===== src/ipa_pkg.sv =====
// ipa_pkg: shared constants for the in-position and i/o assignment block
package ipa_pkg;
  // ************************************************************
  // register offsets (byte addresses)
  // ************************************************************
  localparam logic [7:0] REG_RANGE    = 8'h00;
  localparam logic [7:0] REG_UNIT     = 8'h04;
  localparam logic [7:0] REG_COND     = 8'h08;
  localparam logic [7:0] REG_AUTO     = 8'h0c;
  localparam logic [7:0] REG_IN_A     = 8'h10;
  localparam logic [7:0] REG_IN_B     = 8'h14;
  localparam logic [7:0] REG_IN_C     = 8'h18;
  localparam logic [7:0] REG_OUT_A    = 8'h1c;
  localparam logic [7:0] REG_OUT_B    = 8'h20;
  localparam logic [7:0] REG_OUT_C    = 8'h24;
  localparam logic [7:0] REG_FILT     = 8'h28;
  localparam logic [7:0] REG_PINPOL   = 8'h2c;
  localparam logic [7:0] REG_DOGPOL   = 8'h30;
  localparam logic [7:0] REG_STATE    = 8'h34;
  localparam logic [7:0] REG_IRQ_STAT = 8'h38;
  localparam logic [7:0] REG_IRQ_MASK = 8'h3c;
  // ************************************************************
  // reset values and codes
  // ************************************************************
  localparam logic [31:0] RANGE_RST   = 32'h0000_0640;
  localparam logic [3:0]  UNIT_CMD    = 4'h0;
  localparam logic [3:0]  UNIT_ENC    = 4'h1;
  localparam logic [3:0]  COND_RANGE  = 4'h0;
  localparam logic [3:0]  COND_CMD    = 4'h1;
  localparam logic [3:0]  COND_START  = 4'h2;
  localparam logic [3:0]  AUTO_RST    = 4'h0;
  localparam int          AUTO_FWD_BIT = 0;
  localparam int          AUTO_REV_BIT = 1;
  localparam logic [7:0]  DEV_FWD     = 8'h0a;
  localparam logic [7:0]  DEV_REV     = 8'h0b;
  localparam logic [7:0]  DEV_DOG     = 8'h22;
  localparam logic [7:0]  OUT_BRAKE   = 8'h05;
  localparam logic [7:0]  OUT_INPOS   = 8'h04;
  localparam logic [7:0]  OUT_FAULT   = 8'h03;
  localparam logic [3:0]  FILT_RST    = 4'h7;
  localparam logic [3:0]  POL_RST     = 4'h0;
  // irq status bits
  localparam int IRQ_SETTLE_ON  = 0;
  localparam int IRQ_SETTLE_OFF = 1;
  localparam int IRQ_FWD_CHG    = 2;
  localparam int IRQ_REV_CHG    = 3;
  // ************************************************************
  // timing: filter code 7 is 3.500 ms, each code step is equal
  // ************************************************************
  localparam int CLK_PERIOD_NS = 20;
  localparam int FILT_DFLT_NS  = 3500000;
  localparam int FILT_DFLT_CODE = 7;
  localparam int FILT_STEP_NS  = FILT_DFLT_NS / FILT_DFLT_CODE;
  localparam int FILT_STEP_CYC = FILT_STEP_NS / CLK_PERIOD_NS;
endpackage


===== src/ipa_inpos_io.sv =====
// ipa_inpos_io: in-position detector and assignable digital i/o
// Functional notes
// settled flag on while droop is at or below the range, per condition
// settled flag drops whenever droop rises above range; may toggle
// range register resets to 1600 pulses
// unit 0 compares command pulse droop, unit 1 encoder pulse droop
// condition 0 range only, 1 adds command done, 2 adds start off
// software should pick condition 1 under high-tracking control
// auto-on bits force forward and reverse travel limits on
// auto-on applies only to the travel limits, no other device
// each input pin routed by device code, defaults 0ah 0bh 22h
// each output pin driven by device code, defaults 05h 04h 03h
// debounce select filters inputs, default code 7h is 3.500 ms
// pin sense 0 means high level on, 1 means low level on
// software should keep protection inputs at high-level-on sense
// home sensor sense 0 means dog detected while input off
// filtered level changes only after raw level stable for filter time
`timescale 1ns/10ps
module ipa_inpos_io import ipa_pkg::*; #(
  parameter int FILT_STEP = FILT_STEP_CYC
) (
  input  wire logic        core_clk,
  input  wire logic        rst,
  input  wire logic [7:0]  regAddr,
  input  wire logic [31:0] regWrData,
  input  wire logic        regWr,
  input  wire logic        regRd,
  output logic      [31:0] regRdData,
  input  wire logic [31:0] droopCmd,
  input  wire logic [31:0] droopEnc,
  input  wire logic        cmdDone,
  input  wire logic        startSig,
  input  wire logic        brakeInterlock,
  input  wire logic        faultOutput,
  input  wire logic [2:0]  inPins,
  output logic      [2:0]  outPins,
  output logic             positionSettledFlag,
  output logic             fwdTravelLimit,
  output logic             revTravelLimit,
  output logic             homeSensorDetect,
  output logic             irq
);
  // ************************************************************
  // configuration registers
  // ************************************************************
  logic [31:0] rangeQ, rangeD;
  logic [3:0]  unitQ, unitD, condQ, condD, autoQ, autoD;
  logic [7:0]  inRouteQ [3];
  logic [7:0]  inRouteD [3];
  logic [7:0]  outRouteQ [3];
  logic [7:0]  outRouteD [3];
  logic [3:0]  filtSelQ, filtSelD, pinPolQ, pinPolD, dogPolQ, dogPolD;
  logic [3:0]  irqStatQ, irqStatD, irqMaskQ, irqMaskD, irqEvt;
  logic [31:0] rdDataD;
  logic        irqD;
  logic [2:0]  syncAQ, syncBQ, syncCQ, filtQ, filtD;
  logic [19:0] fcntQ [3];
  logic [19:0] fcntD [3];
  logic [19:0] filtLimit;
  logic [2:0]  pinOn, outD;
  logic        settledD, fwdD, revD, dogD, rangeHit, condOk;
  logic        fwdRaw, revRaw, dogRaw;

  // register writes; irq status set wins over a same-cycle clear
  always_comb begin
    rangeD = rangeQ;
    unitD = unitQ;
    condD = condQ;
    autoD = autoQ;
    inRouteD = inRouteQ;
    outRouteD = outRouteQ;
    filtSelD = filtSelQ;
    pinPolD = pinPolQ;
    dogPolD = dogPolQ;
    irqMaskD = irqMaskQ;
    irqStatD = irqStatQ;
    if (regWr) begin
      if (regAddr == REG_RANGE) begin
        rangeD = regWrData;
      end else if (regAddr == REG_UNIT) begin
        unitD = regWrData[3:0];
      end else if (regAddr == REG_COND) begin
        condD = regWrData[3:0];
      end else if (regAddr == REG_AUTO) begin
        autoD = regWrData[3:0];
      end else if (regAddr == REG_IN_A) begin
        inRouteD[0] = regWrData[7:0];
      end else if (regAddr == REG_IN_B) begin
        inRouteD[1] = regWrData[7:0];
      end else if (regAddr == REG_IN_C) begin
        inRouteD[2] = regWrData[7:0];
      end else if (regAddr == REG_OUT_A) begin
        outRouteD[0] = regWrData[7:0];
      end else if (regAddr == REG_OUT_B) begin
        outRouteD[1] = regWrData[7:0];
      end else if (regAddr == REG_OUT_C) begin
        outRouteD[2] = regWrData[7:0];
      end else if (regAddr == REG_FILT) begin
        filtSelD = regWrData[3:0];
      end else if (regAddr == REG_PINPOL) begin
        pinPolD = regWrData[3:0];
      end else if (regAddr == REG_DOGPOL) begin
        dogPolD = regWrData[3:0];
      end else if (regAddr == REG_IRQ_STAT) begin
        irqStatD = irqStatQ & ~regWrData[3:0];
      end else if (regAddr == REG_IRQ_MASK) begin
        irqMaskD = regWrData[3:0];
      end
    end
    irqStatD = irqStatD | irqEvt;
  end

  always_ff @(posedge core_clk) begin
    if (rst) begin
      rangeQ <= RANGE_RST;
      unitQ <= UNIT_CMD;
      condQ <= COND_RANGE;
      autoQ <= AUTO_RST;
      inRouteQ <= '{DEV_FWD, DEV_REV, DEV_DOG};
      outRouteQ <= '{OUT_BRAKE, OUT_INPOS, OUT_FAULT};
      filtSelQ <= FILT_RST;
      pinPolQ <= POL_RST;
      dogPolQ <= POL_RST;
      irqStatQ <= 4'h0;
      irqMaskQ <= 4'h0;
    end else begin
      rangeQ <= rangeD;
      unitQ <= unitD;
      condQ <= condD;
      autoQ <= autoD;
      inRouteQ <= inRouteD;
      outRouteQ <= outRouteD;
      filtSelQ <= filtSelD;
      pinPolQ <= pinPolD;
      dogPolQ <= dogPolD;
      irqStatQ <= irqStatD;
      irqMaskQ <= irqMaskD;
    end
  end

  // ************************************************************
  // read port: data stands only in the cycle after the strobe
  // ************************************************************
  always_comb begin
    rdDataD = 32'h0;
    if (regRd) begin
      if (regAddr == REG_RANGE) begin
        rdDataD = rangeQ;
      end else if (regAddr == REG_UNIT) begin
        rdDataD = {28'h0, unitQ};
      end else if (regAddr == REG_COND) begin
        rdDataD = {28'h0, condQ};
      end else if (regAddr == REG_AUTO) begin
        rdDataD = {28'h0, autoQ};
      end else if (regAddr == REG_IN_A) begin
        rdDataD = {24'h0, inRouteQ[0]};
      end else if (regAddr == REG_IN_B) begin
        rdDataD = {24'h0, inRouteQ[1]};
      end else if (regAddr == REG_IN_C) begin
        rdDataD = {24'h0, inRouteQ[2]};
      end else if (regAddr == REG_OUT_A) begin
        rdDataD = {24'h0, outRouteQ[0]};
      end else if (regAddr == REG_OUT_B) begin
        rdDataD = {24'h0, outRouteQ[1]};
      end else if (regAddr == REG_OUT_C) begin
        rdDataD = {24'h0, outRouteQ[2]};
      end else if (regAddr == REG_FILT) begin
        rdDataD = {28'h0, filtSelQ};
      end else if (regAddr == REG_PINPOL) begin
        rdDataD = {28'h0, pinPolQ};
      end else if (regAddr == REG_DOGPOL) begin
        rdDataD = {28'h0, dogPolQ};
      end else if (regAddr == REG_STATE) begin
        rdDataD = {24'h0, positionSettledFlag, homeSensorDetect,
                   revTravelLimit, fwdTravelLimit, 1'b0, filtQ};
      end else if (regAddr == REG_IRQ_STAT) begin
        rdDataD = {28'h0, irqStatQ};
      end else if (regAddr == REG_IRQ_MASK) begin
        rdDataD = {28'h0, irqMaskQ};
      end
    end
  end

  always_ff @(posedge core_clk) begin
    if (rst) begin
      regRdData <= 32'h0;
    end else begin
      regRdData <= rdDataD;
    end
  end

  // ************************************************************
  // pin synchroniser and debounce filter
  // ************************************************************
  // three stages; only the second and third are looked at
  always_ff @(posedge core_clk) begin
    if (rst) begin
      syncAQ <= 3'h0;
      syncBQ <= 3'h0;
      syncCQ <= 3'h0;
    end else begin
      syncAQ <= inPins;
      syncBQ <= syncAQ;
      syncCQ <= syncBQ;
    end
  end

  // code 0 passes with no delay; code n needs n steps of stability
  assign filtLimit = 20'(filtSelQ) * 20'(FILT_STEP);

  for (genvar i = 0; i < 3; i++) begin : gFilt
    always_comb begin
      filtD[i] = filtQ[i];
      fcntD[i] = 20'h0;
      if ((syncBQ[i] == syncCQ[i]) && (syncCQ[i] != filtQ[i])) begin
        if ((filtSelQ == 4'h0) || (fcntQ[i] >= filtLimit - 20'h1)) begin
          filtD[i] = syncCQ[i];
        end else begin
          fcntD[i] = fcntQ[i] + 20'h1;
        end
      end
    end

    always_ff @(posedge core_clk) begin
      if (rst) begin
        filtQ[i] <= 1'b0;
        fcntQ[i] <= 20'h0;
      end else begin
        filtQ[i] <= filtD[i];
        fcntQ[i] <= fcntD[i];
      end
    end
  end

  // ************************************************************
  // input device routing, sense and auto-on
  // ************************************************************
  // a pin routed to an unknown code simply feeds nothing
  always_comb begin
    pinOn = filtQ ^ {3{pinPolQ[0]}};
    fwdRaw = 1'b0;
    revRaw = 1'b0;
    dogRaw = 1'b0;
    for (int k = 0; k < 3; k++) begin
      fwdRaw = fwdRaw | (pinOn[k] & (inRouteQ[k] == DEV_FWD));
      revRaw = revRaw | (pinOn[k] & (inRouteQ[k] == DEV_REV));
      dogRaw = dogRaw | (pinOn[k] & (inRouteQ[k] == DEV_DOG));
    end
    // forcing reaches the two travel limits only
    fwdD = fwdRaw | autoQ[AUTO_FWD_BIT];
    revD = revRaw | autoQ[AUTO_REV_BIT];
    dogD = dogPolQ[0] ? dogRaw : ~dogRaw;
  end

  // ************************************************************
  // in-position detector
  // ************************************************************
  // no hysteresis: overshoot around the range edge toggles the flag
  always_comb begin
    if (unitQ[0]) begin
      rangeHit = droopEnc <= rangeQ;
    end else begin
      rangeHit = droopCmd <= rangeQ;
    end
    // codes above 2 behave as the strictest condition
    if (condQ == COND_RANGE) begin
      condOk = 1'b1;
    end else if (condQ == COND_CMD) begin
      condOk = cmdDone;
    end else begin
      condOk = cmdDone & ~startSig;
    end
    settledD = rangeHit & condOk;
  end

  // output pins flop the routed device levels (brake and fault straight from their inputs), one cycle behind
  for (genvar j = 0; j < 3; j++) begin : gOut
    always_comb begin
      if (outRouteQ[j] == OUT_BRAKE) begin
        outD[j] = brakeInterlock;
      end else if (outRouteQ[j] == OUT_INPOS) begin
        outD[j] = positionSettledFlag;
      end else if (outRouteQ[j] == OUT_FAULT) begin
        outD[j] = faultOutput;
      end else begin
        outD[j] = 1'b0;
      end
    end
  end

  // events: settle edges and travel limit changes
  always_comb begin
    irqEvt = 4'h0;
    irqEvt[IRQ_SETTLE_ON] = settledD & ~positionSettledFlag;
    irqEvt[IRQ_SETTLE_OFF] = ~settledD & positionSettledFlag;
    irqEvt[IRQ_FWD_CHG] = fwdD ^ fwdTravelLimit;
    irqEvt[IRQ_REV_CHG] = revD ^ revTravelLimit;
    irqD = |(irqStatQ & irqMaskQ);
  end

  always_ff @(posedge core_clk) begin
    if (rst) begin
      positionSettledFlag <= 1'b0;
      fwdTravelLimit <= 1'b0;
      revTravelLimit <= 1'b0;
      homeSensorDetect <= 1'b0;
      outPins <= 3'h0;
      irq <= 1'b0;
    end else begin
      positionSettledFlag <= settledD;
      fwdTravelLimit <= fwdD;
      revTravelLimit <= revD;
      homeSensorDetect <= dogD;
      outPins <= outD;
      irq <= irqD;
    end
  end
endmodule


===== config.mk =====
export PLATFORM = sky130hd
export DESIGN_NAME = ipa_inpos_io
export DESIGN_NICKNAME = d
export VERILOG_FILES = /design/src/ipa_pkg.sv /design/src/ipa_inpos_io.sv
export SDC_FILE = /design/constraint.sdc
export NUM_CORES = 1
export LEC_CHECK = 0
export BUFFER_PORTS_ARGS = -buffer_cell sky130_fd_sc_hd__buf_2
export CELL_PAD_IN_SITES_DETAIL_PLACEMENT = 0
export CELL_PAD_IN_SITES_GLOBAL_PLACEMENT = 1
export CORE_MARGIN = 2
export CORE_UTILIZATION = 30
export CTS_CLUSTER_DIAMETER = 150
export CTS_CLUSTER_SIZE = 20
export DETAILED_ROUTE_END_ITERATION = 7
export GPL_TIMING_DRIVEN = 0
export PLACE_DENSITY_LB_ADDON = 0.08
export SLEW_MARGIN = 20
export SYNTH_ARGS = -nofsm -noshare
export SYNTH_HDL_FRONTEND = slang
export SYNTH_SLANG_ARGS = --single-unit

===== constraint.sdc =====
create_clock -name core_clk -period 5.17 [get_ports core_clk]
set_input_delay 1.034 -clock core_clk [delete_from_list [all_inputs] [get_ports core_clk]]
set_output_delay 1.034 -clock core_clk [all_outputs]
set_load 0.005 [all_outputs]

==> results of run 1 <==
==> flip-flops by register name, indices dropped and copies added, names as in the netlist, 4 cells and up <==
register	cells
inRouteQ	24
outRouteQ	24
irqStatQ	4
filtSelQ	4
fcntQ	60
dogPolQ	4
pinPolQ	4
regRdData	32
condQ	4
irqMaskQ	4
rangeQ	32
unitQ	4
autoQ	4
==> metrics by stage <==
stage | power [mW] | util (%) | hold slack [ns] | instances | setup WS [ns]
6_report | 3.19 | 37.2 | 0.453 | 2255 | 0.0993
5_1_grt | 3.32 | 37.2 | 0.471 | 2255 | -0.117
4_1_cts | 3.24 | 35.8 | 0.458 | 2234 | 0.00777
3_5_place_dp | 2.03 | 34.0 | 0.434 | 2205 | -1.36
3_3_place_gp | 2.03 | 34.0 | 0.431 | 2205 | -1.29
2_1_floorplan | 1.90 | - | 0.414 | 1514 | 0.186
==> worst paths after layout <==
kind	slack, ns	to
max	0.1	fcntQ[0][9]$_SDFF_PP0_
min	0.45	fcntQ[1][0]$_SDFF_PP0_
max reg2reg	0.1	fcntQ[0][9]$_SDFF_PP0_
min reg2reg	0.45	fcntQ[1][0]$_SDFF_PP0_
==> cells in the mapped netlist, drive strengths merged (5+ instances only) <==
library cell	instances	area, µm²
a2111oi	7	80.1
a211o	8	70.1
a211oi	12	90.1
a21o	28	210
a21oi	90	450
a221oi	5	43.8
a22o	6	52.6
a31oi	10	68.8
and2	7	43.8
and3	15	93.8
buf	13	78.8
clkbuf	46	173
dfxtp	224	4480
ha	135	1690
inv	70	263
mux2i	84	841
nand2	155	582
nand3	47	235
nand3b	9	67.6
nand4	35	219
nor2	199	800
nor2b	17	106
nor3	40	210
nor4	31	194
o211ai	13	97.6
o21a	11	82.6
o21ai	35	175
o22ai	9	56.3
or4	7	60.1
xnor2	40	350
xor2	41	359
==> report_power, final <==
| part | internal (mW) | leakage (nW) | switching [mW] |
|---|---|---|---|
| registers | 1.73 | 1.81 | 0.00780 |
| logic | 0.0936 | 4.16 | 0.163 |
| clock network | 0.534 | 0.197 | 0.659 |
| total | 2.36 | 6.16 | 0.830 |
==> critical path: stages (launching register included) <==
cell	delay (ns)
dfxtp_4	0.38
ha_1	0.33
ha_1	0.32
ha_4	0.33
nand4_1	0.16
and2_4	0.20
a311o_1	0.31
nor3_4	0.22
nor3b_4	0.27
and3_4	0.26
xor2_4	0.27
ha_4	0.25
nand4_1	0.09
a211o_1	0.16
a21o_1	0.14
o311ai_4	0.14
a31oi_1	0.19
inv_1	0.07
or4_4	0.62
clkbuf_16	0.21
nor2_1	0.07
==> layout make-up <==
type / count / area [µm²]
timing repair buffer: 184 / 1070
antenna: 1 / 2.50
sequential: 224 / 4500
clock buffer: 15 / 375
tap: 539 / 674
fill: 4478 / 26500
clock inverter: 2 / 25.0
inverter: 71 / 267
buffer: 59 / 288
multi-input combinational: 1160 / 8530
==> cell families after synthesis <==
group / Yosys count
buffers and inverters: 130
muxes: 87
AOI/OAI and AO/OA: 276
and+or+nand+nor: 581
xor gates and xnor gates: 81
DFF: 224
adders and majority gates: 135
==> routing by layer <==
layer / vias to the layer above / global-route usage (%) / share of wire (%)
met5: - / 0 / 0
met4: 0 / 3.89 / 1.9
met3: 37 / 2.18 / 3.0
met2: 161 / 33.0 / 46
met1: 5504 / 28.5 / 49
li1: 5795 / - / -
==> repair_timing <==
action                                  in CTS  in global routing
buffers inserted                            12                 16
gates cloned                                 0                  4
gates resized for setup                     60                 81
pin swaps                                   13                 51
endpoints found under the setup margin      63                 63
==> flow_summary_export.csv, run 1 <==
group,metric,value,unit
placement,placed_area,14300,µm²
sta,fmax,0.197,GHz
drt,routed_via_density,5.10,
critical_path,arrival,5.51,ns
logic_synthesis,synth_edf_count,0,
critical_path,reg2reg_from,"filtSelQ[3]$_SDFFE_PP0P_",
clock_tree,clockBufferDepth,3,
placement,hpwl,34.9,mm
job,maxCapViolations,0,
critical_path,crit_type,"reg2reg",
placement,port_buffers,152,
min_path,hold_start,"fcntQ[1][0]$_SDFF_PP0_",
sta,maxSlewViolCount,0,
logic_synthesis,synth_top_family_by_area,"simple AND/OR/NAND/NOR gates",
finish,drive_gt1_share,18.8,%
sta,tns,0,ns
sta,fin_crit_sh,98.1,%
global_routing,grt_pass1_wl,68.5,mm
floorplanning,core_area,42200,µm²
pwr,powerDensity,203,nW/µm²
sta,relSlewSlack,33.9,%
logic_synthesis,synth_compound_area_share,14.4,%
global_routing,grtUsageTotal,20.1,%
critical_path,worst-endpoint-required,5.61,ns
logic_synthesis,synth_ff_type,"dfxtp_1",
placement,gp_congestion,0.864,
logic_synthesis,synth.distinct_cells,74,
global_routing,grt_antenna_before_repair,1,
logic_synthesis,synth_cells,1514,
finish,fin_nets,1965,
logic_synthesis,ys_async_sr_fraction,0,%
finish,final_cell_mix,"dfxtp_1, nor2_1, nand2_1, buf_2, ha_1",
logic_synthesis,seq_area_frac_synth,34.8,%
pwr,vdd_ir_drop_max,0.000199,V
sta,hold_violations,0,
drt,first_pass_iters,5,
logic_synthesis,yosysWarnings,0,
logic_synthesis,synth-xor-area-share,5.50,%
logic_synthesis,synth-simple-area-share,21.4,%
critical_path,rr_worst_depth,20,
floorplanning,die_width,211,µm
min_path,whs_path_depth,1,
clock_tree,insertion_delay,0.52,ns
clock_tree,cts_tree,"yes",
floorplanning,pin_count,155,
finish,layout_commonest_cell,"dfxtp_1",
drt,wl_per_cell,20.1,µm
sta,fin_skew,0.0329,ns
clock_tree,cts_buffers,15,
finish,design_area,15700,µm²
logic_synthesis,synthesis.nets,1764,
status,status,"finished clean",
drt,drc,0,
floorplanning,start_util,30.6,%
sta,period_needed,5.07,ns
sta,tightest_slew,0.991,ns
floorplanning,dieArea,44700,µm²
logic_synthesis,synthAdderAreaFrac,13.1,%
clock_tree,cts.htree.levels,1,
clock_tree,cts_root_buf,"clkbuf_16",
critical_path,crit_fanout,6,
clock_tree,clock_sinks,224,
global_routing,grt_pass1_vias,11200,
sta,grt_setup_unrepaired,"true",
critical_path,cp-start-kind,"flop",
logic_synthesis,netlist_area,12900,µm²
floorplanning,rows,75,
finish,area_delta_synth_final,21.9,%
critical_path,crit_start,"filtSelQ[3]$_SDFFE_PP0P_",
clock_tree,path_clk_slew,0.09,ns
drt,drt_wl_total,45.3,mm
logic_synthesis,synth.ff_latch_count,224,
drt,postRouteAntennaNets,0,
floorplanning,fp.dieH,211,µm
pwr,static-leakage-power,6.16,nW
clock_tree,cts_hold_buf,0,
logic_synthesis,synth.avg_cell_area,8.52,µm²
min_path,hold_path_class,"reg2reg",
global_routing,grt_max_degree,21,
global_routing,grt_overflow,0,
drt,num_vias,11500,
sta,setup_viol,0,
drt,drtIter0Drc,657,
critical_path,cp-end-kind,"flop",
logic_synthesis,synth.mux.area_fraction,6.87,%
Note: power is estimated with default switching activity, not from simulation.
==> run 2: changes to the inputs <==
--- a/config.mk
+++ b/config.mk
@@ -14,7 +14,7 @@
 export CTS_CLUSTER_SIZE = 20
 export DETAILED_ROUTE_END_ITERATION = 7
 export GPL_TIMING_DRIVEN = 0
-export PLACE_DENSITY_LB_ADDON = 0.08
+export PLACE_DENSITY_LB_ADDON = 0.1
 export SLEW_MARGIN = 20
 export SYNTH_ARGS = -nofsm -noshare
 export SYNTH_HDL_FRONTEND = slang
==> flow_summary_export.csv, run 2 (synthesis gave the netlist of run 1 again) <==
group,metric,value,unit
floorplanning,core_area,42200,µm²
sta,fin_skew,0.0364,ns
pwr,combPwrFrac,7.9,%
pwr,clock_power_share,37.5,%
sta,setup_ws,0.0717,ns
finish,largest_reg_flops,60,
drt,wl_per_cell,20.1,µm
drt,drt_wl_total,45.2,mm
drt,first_pass_iters,5,
clock_tree,cts_tree,"yes",
pwr,p_seq_share,54.6,%
sta,maxSlewViolCount,0,
critical_path,worstPathCellList,"ha_4, xor2_2, ha_2, a21o_1, ha_4, nand4_1, and2_4, a311o_1, nor3_2, nor3b_4, and3_4, xor2_4, ha_2, nand4_1, a211o_1, a21o_1, o311ai_4, a31oi_1, inv_1, or4_4, buf_8, nor2_2",
placement,gp_congestion,0.868,
global_routing,grt_pass1_wl,69.0,mm
drt,routed_via_density,5.13,
critical_path,crit_slowest_cell,"or4_4",
finish,regArea,4500,µm²
drt,num_vias,11500,
placement,post-place-cells,2205,
status,status,"finished clean",
min_path,hold_path_class,"reg2reg",
finish,fin_nets,1960,
critical_path,cp-end-kind,"flop",
clock_tree,clockBufferDepth,3,
clock_tree,clock_sinks,224,
clock_tree,cts.htree.levels,1,
global_routing,grt_overflow,0,
global_routing,grtUsageTotal,20.1,%
critical_path,arrival,5.55,ns
floorplanning,die_width,211,µm
pwr,swShare,26.1,%
global_routing,grt_max_degree,21,
critical_path,crit_family,"simple AND/OR/NAND/NOR gates",
floorplanning,rows,75,
global_routing,grt_antenna_before_repair,1,
pwr,powerDensity,204,nW/µm²
job,maxCapViolations,0,
placement,port_buffers,152,
sta,hold_violations,0,
floorplanning,pin_count,155,
clock_tree,cts_root_buf,"clkbuf_16",
floorplanning,fp.dieH,211,µm
sta,grt_setup_unrepaired,"true",
finish,final_cell_mix,"dfxtp_1, nor2_1, nand2_1",
placement,dpl_worst_slack,-1.46,ns
critical_path,crit_buf_inv,2,
pwr,static-leakage-power,6.12,nW
sta,tns,0,ns
critical_path,crit_type,"reg2reg",
clock_tree,path_clk_slew,0.11,ns
finish,layout_commonest_cell,"dfxtp_1",
clock_tree,cts_hold_buf,0,
critical_path,critical-path-max-stage-delay,0.59,ns
critical_path,crit_fanout,7,
sta,setup_viol,0,
sta,tightest_slew,1.00,ns
sta,fin_crit_sh,98.6,%
floorplanning,dieArea,44700,µm²
finish,area_delta_synth_final,21.2,%
critical_path,worst-endpoint-required,5.62,ns
finish,largest-register,"fcntQ",
sta,fmax,0.196,GHz
sta,period_needed,5.10,ns
placement,hpwl,34.6,mm
drt,drtIter0Drc,636,
pwr,vdd_ir_drop_max,0.000259,V
drt,drc,0,
pwr,p_sw,0.829,mW
critical_path,cp-start-kind,"flop",
clock_tree,cts_buffers,15,
finish,fill_cells,4440,
finish,largestRegisters,"fcntQ x60, rangeQ x32, regRdData x32",
finish,fin_cells,2248,
finish,diodes,0,
global_routing,grt_pass1_vias,11300,
finish,drive_gt1_share,18.8,%
drt,postRouteAntennaNets,0,
clock_tree,insertion_delay,0.51,ns
sta,relSlewSlack,32.7,%
floorplanning,start_util,30.6,%
finish,multi_input_area,8500,µm²
pwr,p_int,2.35,mW
==> run 2: cell count changes in the layout (fill, tap and decap cells not counted), moves of 2 or more <==
cell | previous run | this run
nor2_2 | 13 | 23
buf_2 | 154 | 152
nor2_4 | 22 | 16
nor2_1 | 164 | 160
clkbuf_4 | 1 | 3
buf_4 | 29 | 23
==> run 2: metal layers <==
layer	wire length, µm	up-vias	global-route usage (%)
li1	-	5772	-
met2	21600	185	34.0
met4	627	0	3.25
met5	0	-	0
met1	21600	5538	28.1
met3	1370	33	1.96
==> run 2: layout make-up <==
type                    instances  area share (%)
plain buffers                  59            1.86
clock buffers                  15            2.40
clock inverters                 1           0.104
inverters                      71            1.70
multi-input cells            1160            54.3
flip-flops and latches        224            28.8
well taps                     539            4.31
repair buffers                179            6.52
==> run 2: what timing repair did <==
action | in CTS | in global routing
pin swaps | 8 | 48
endpoints found under the hold margin | 0 | 0
setup endpoints to repair | 63 | 63
buffers inserted | 11 | 13
gates resized for setup | 45 | 95
cloned | 0 | 3
==> run 2: final timing paths <==
path,startpoint,to,slack (ns),cells past startpoint
max,filtSelQ[1]$_SDFFE_PP1P_,fcntQ[1][7]$_SDFF_PP0_,0.07,22
min,syncAQ[0]$_SDFF_PP0_,syncBQ[0]$_SDFF_PP0_,0.45,1
max reg2reg,filtSelQ[1]$_SDFFE_PP1P_,fcntQ[1][7]$_SDFF_PP0_,0.07,22
min reg2reg,syncAQ[0]$_SDFF_PP0_,syncBQ[0]$_SDFF_PP0_,0.45,1
==> run 2: power by group through the flow <==
stage	logic [mW]	registers, mW	clock network [mW]
5_1_grt	0.278	1.74	1.31
3_5_place_dp	0.250	1.78	0
4_1_cts	0.253	1.74	1.25
3_3_place_gp	0.248	1.78	0
2_1_floorplan	0.121	1.78	0
6_report	0.252	1.74	1.19
==> run 2: metrics by stage <==
| stage | utilization [%] | power (mW) | area [µm²] | hold slack [ns] |
|---|---|---|---|---|
| after floorplan | - | 1.90 | 12900 | 0.414 |
| after global placement | 34.0 | 2.03 | 14300 | 0.430 |
| after detailed placement | 34.0 | 2.03 | 14300 | 0.433 |
| after CTS | 35.5 | 3.24 | 15000 | 0.454 |
| after global routing | 37.0 | 3.32 | 15600 | 0.463 |
| final | 37.0 | 3.18 | 15600 | 0.451 |
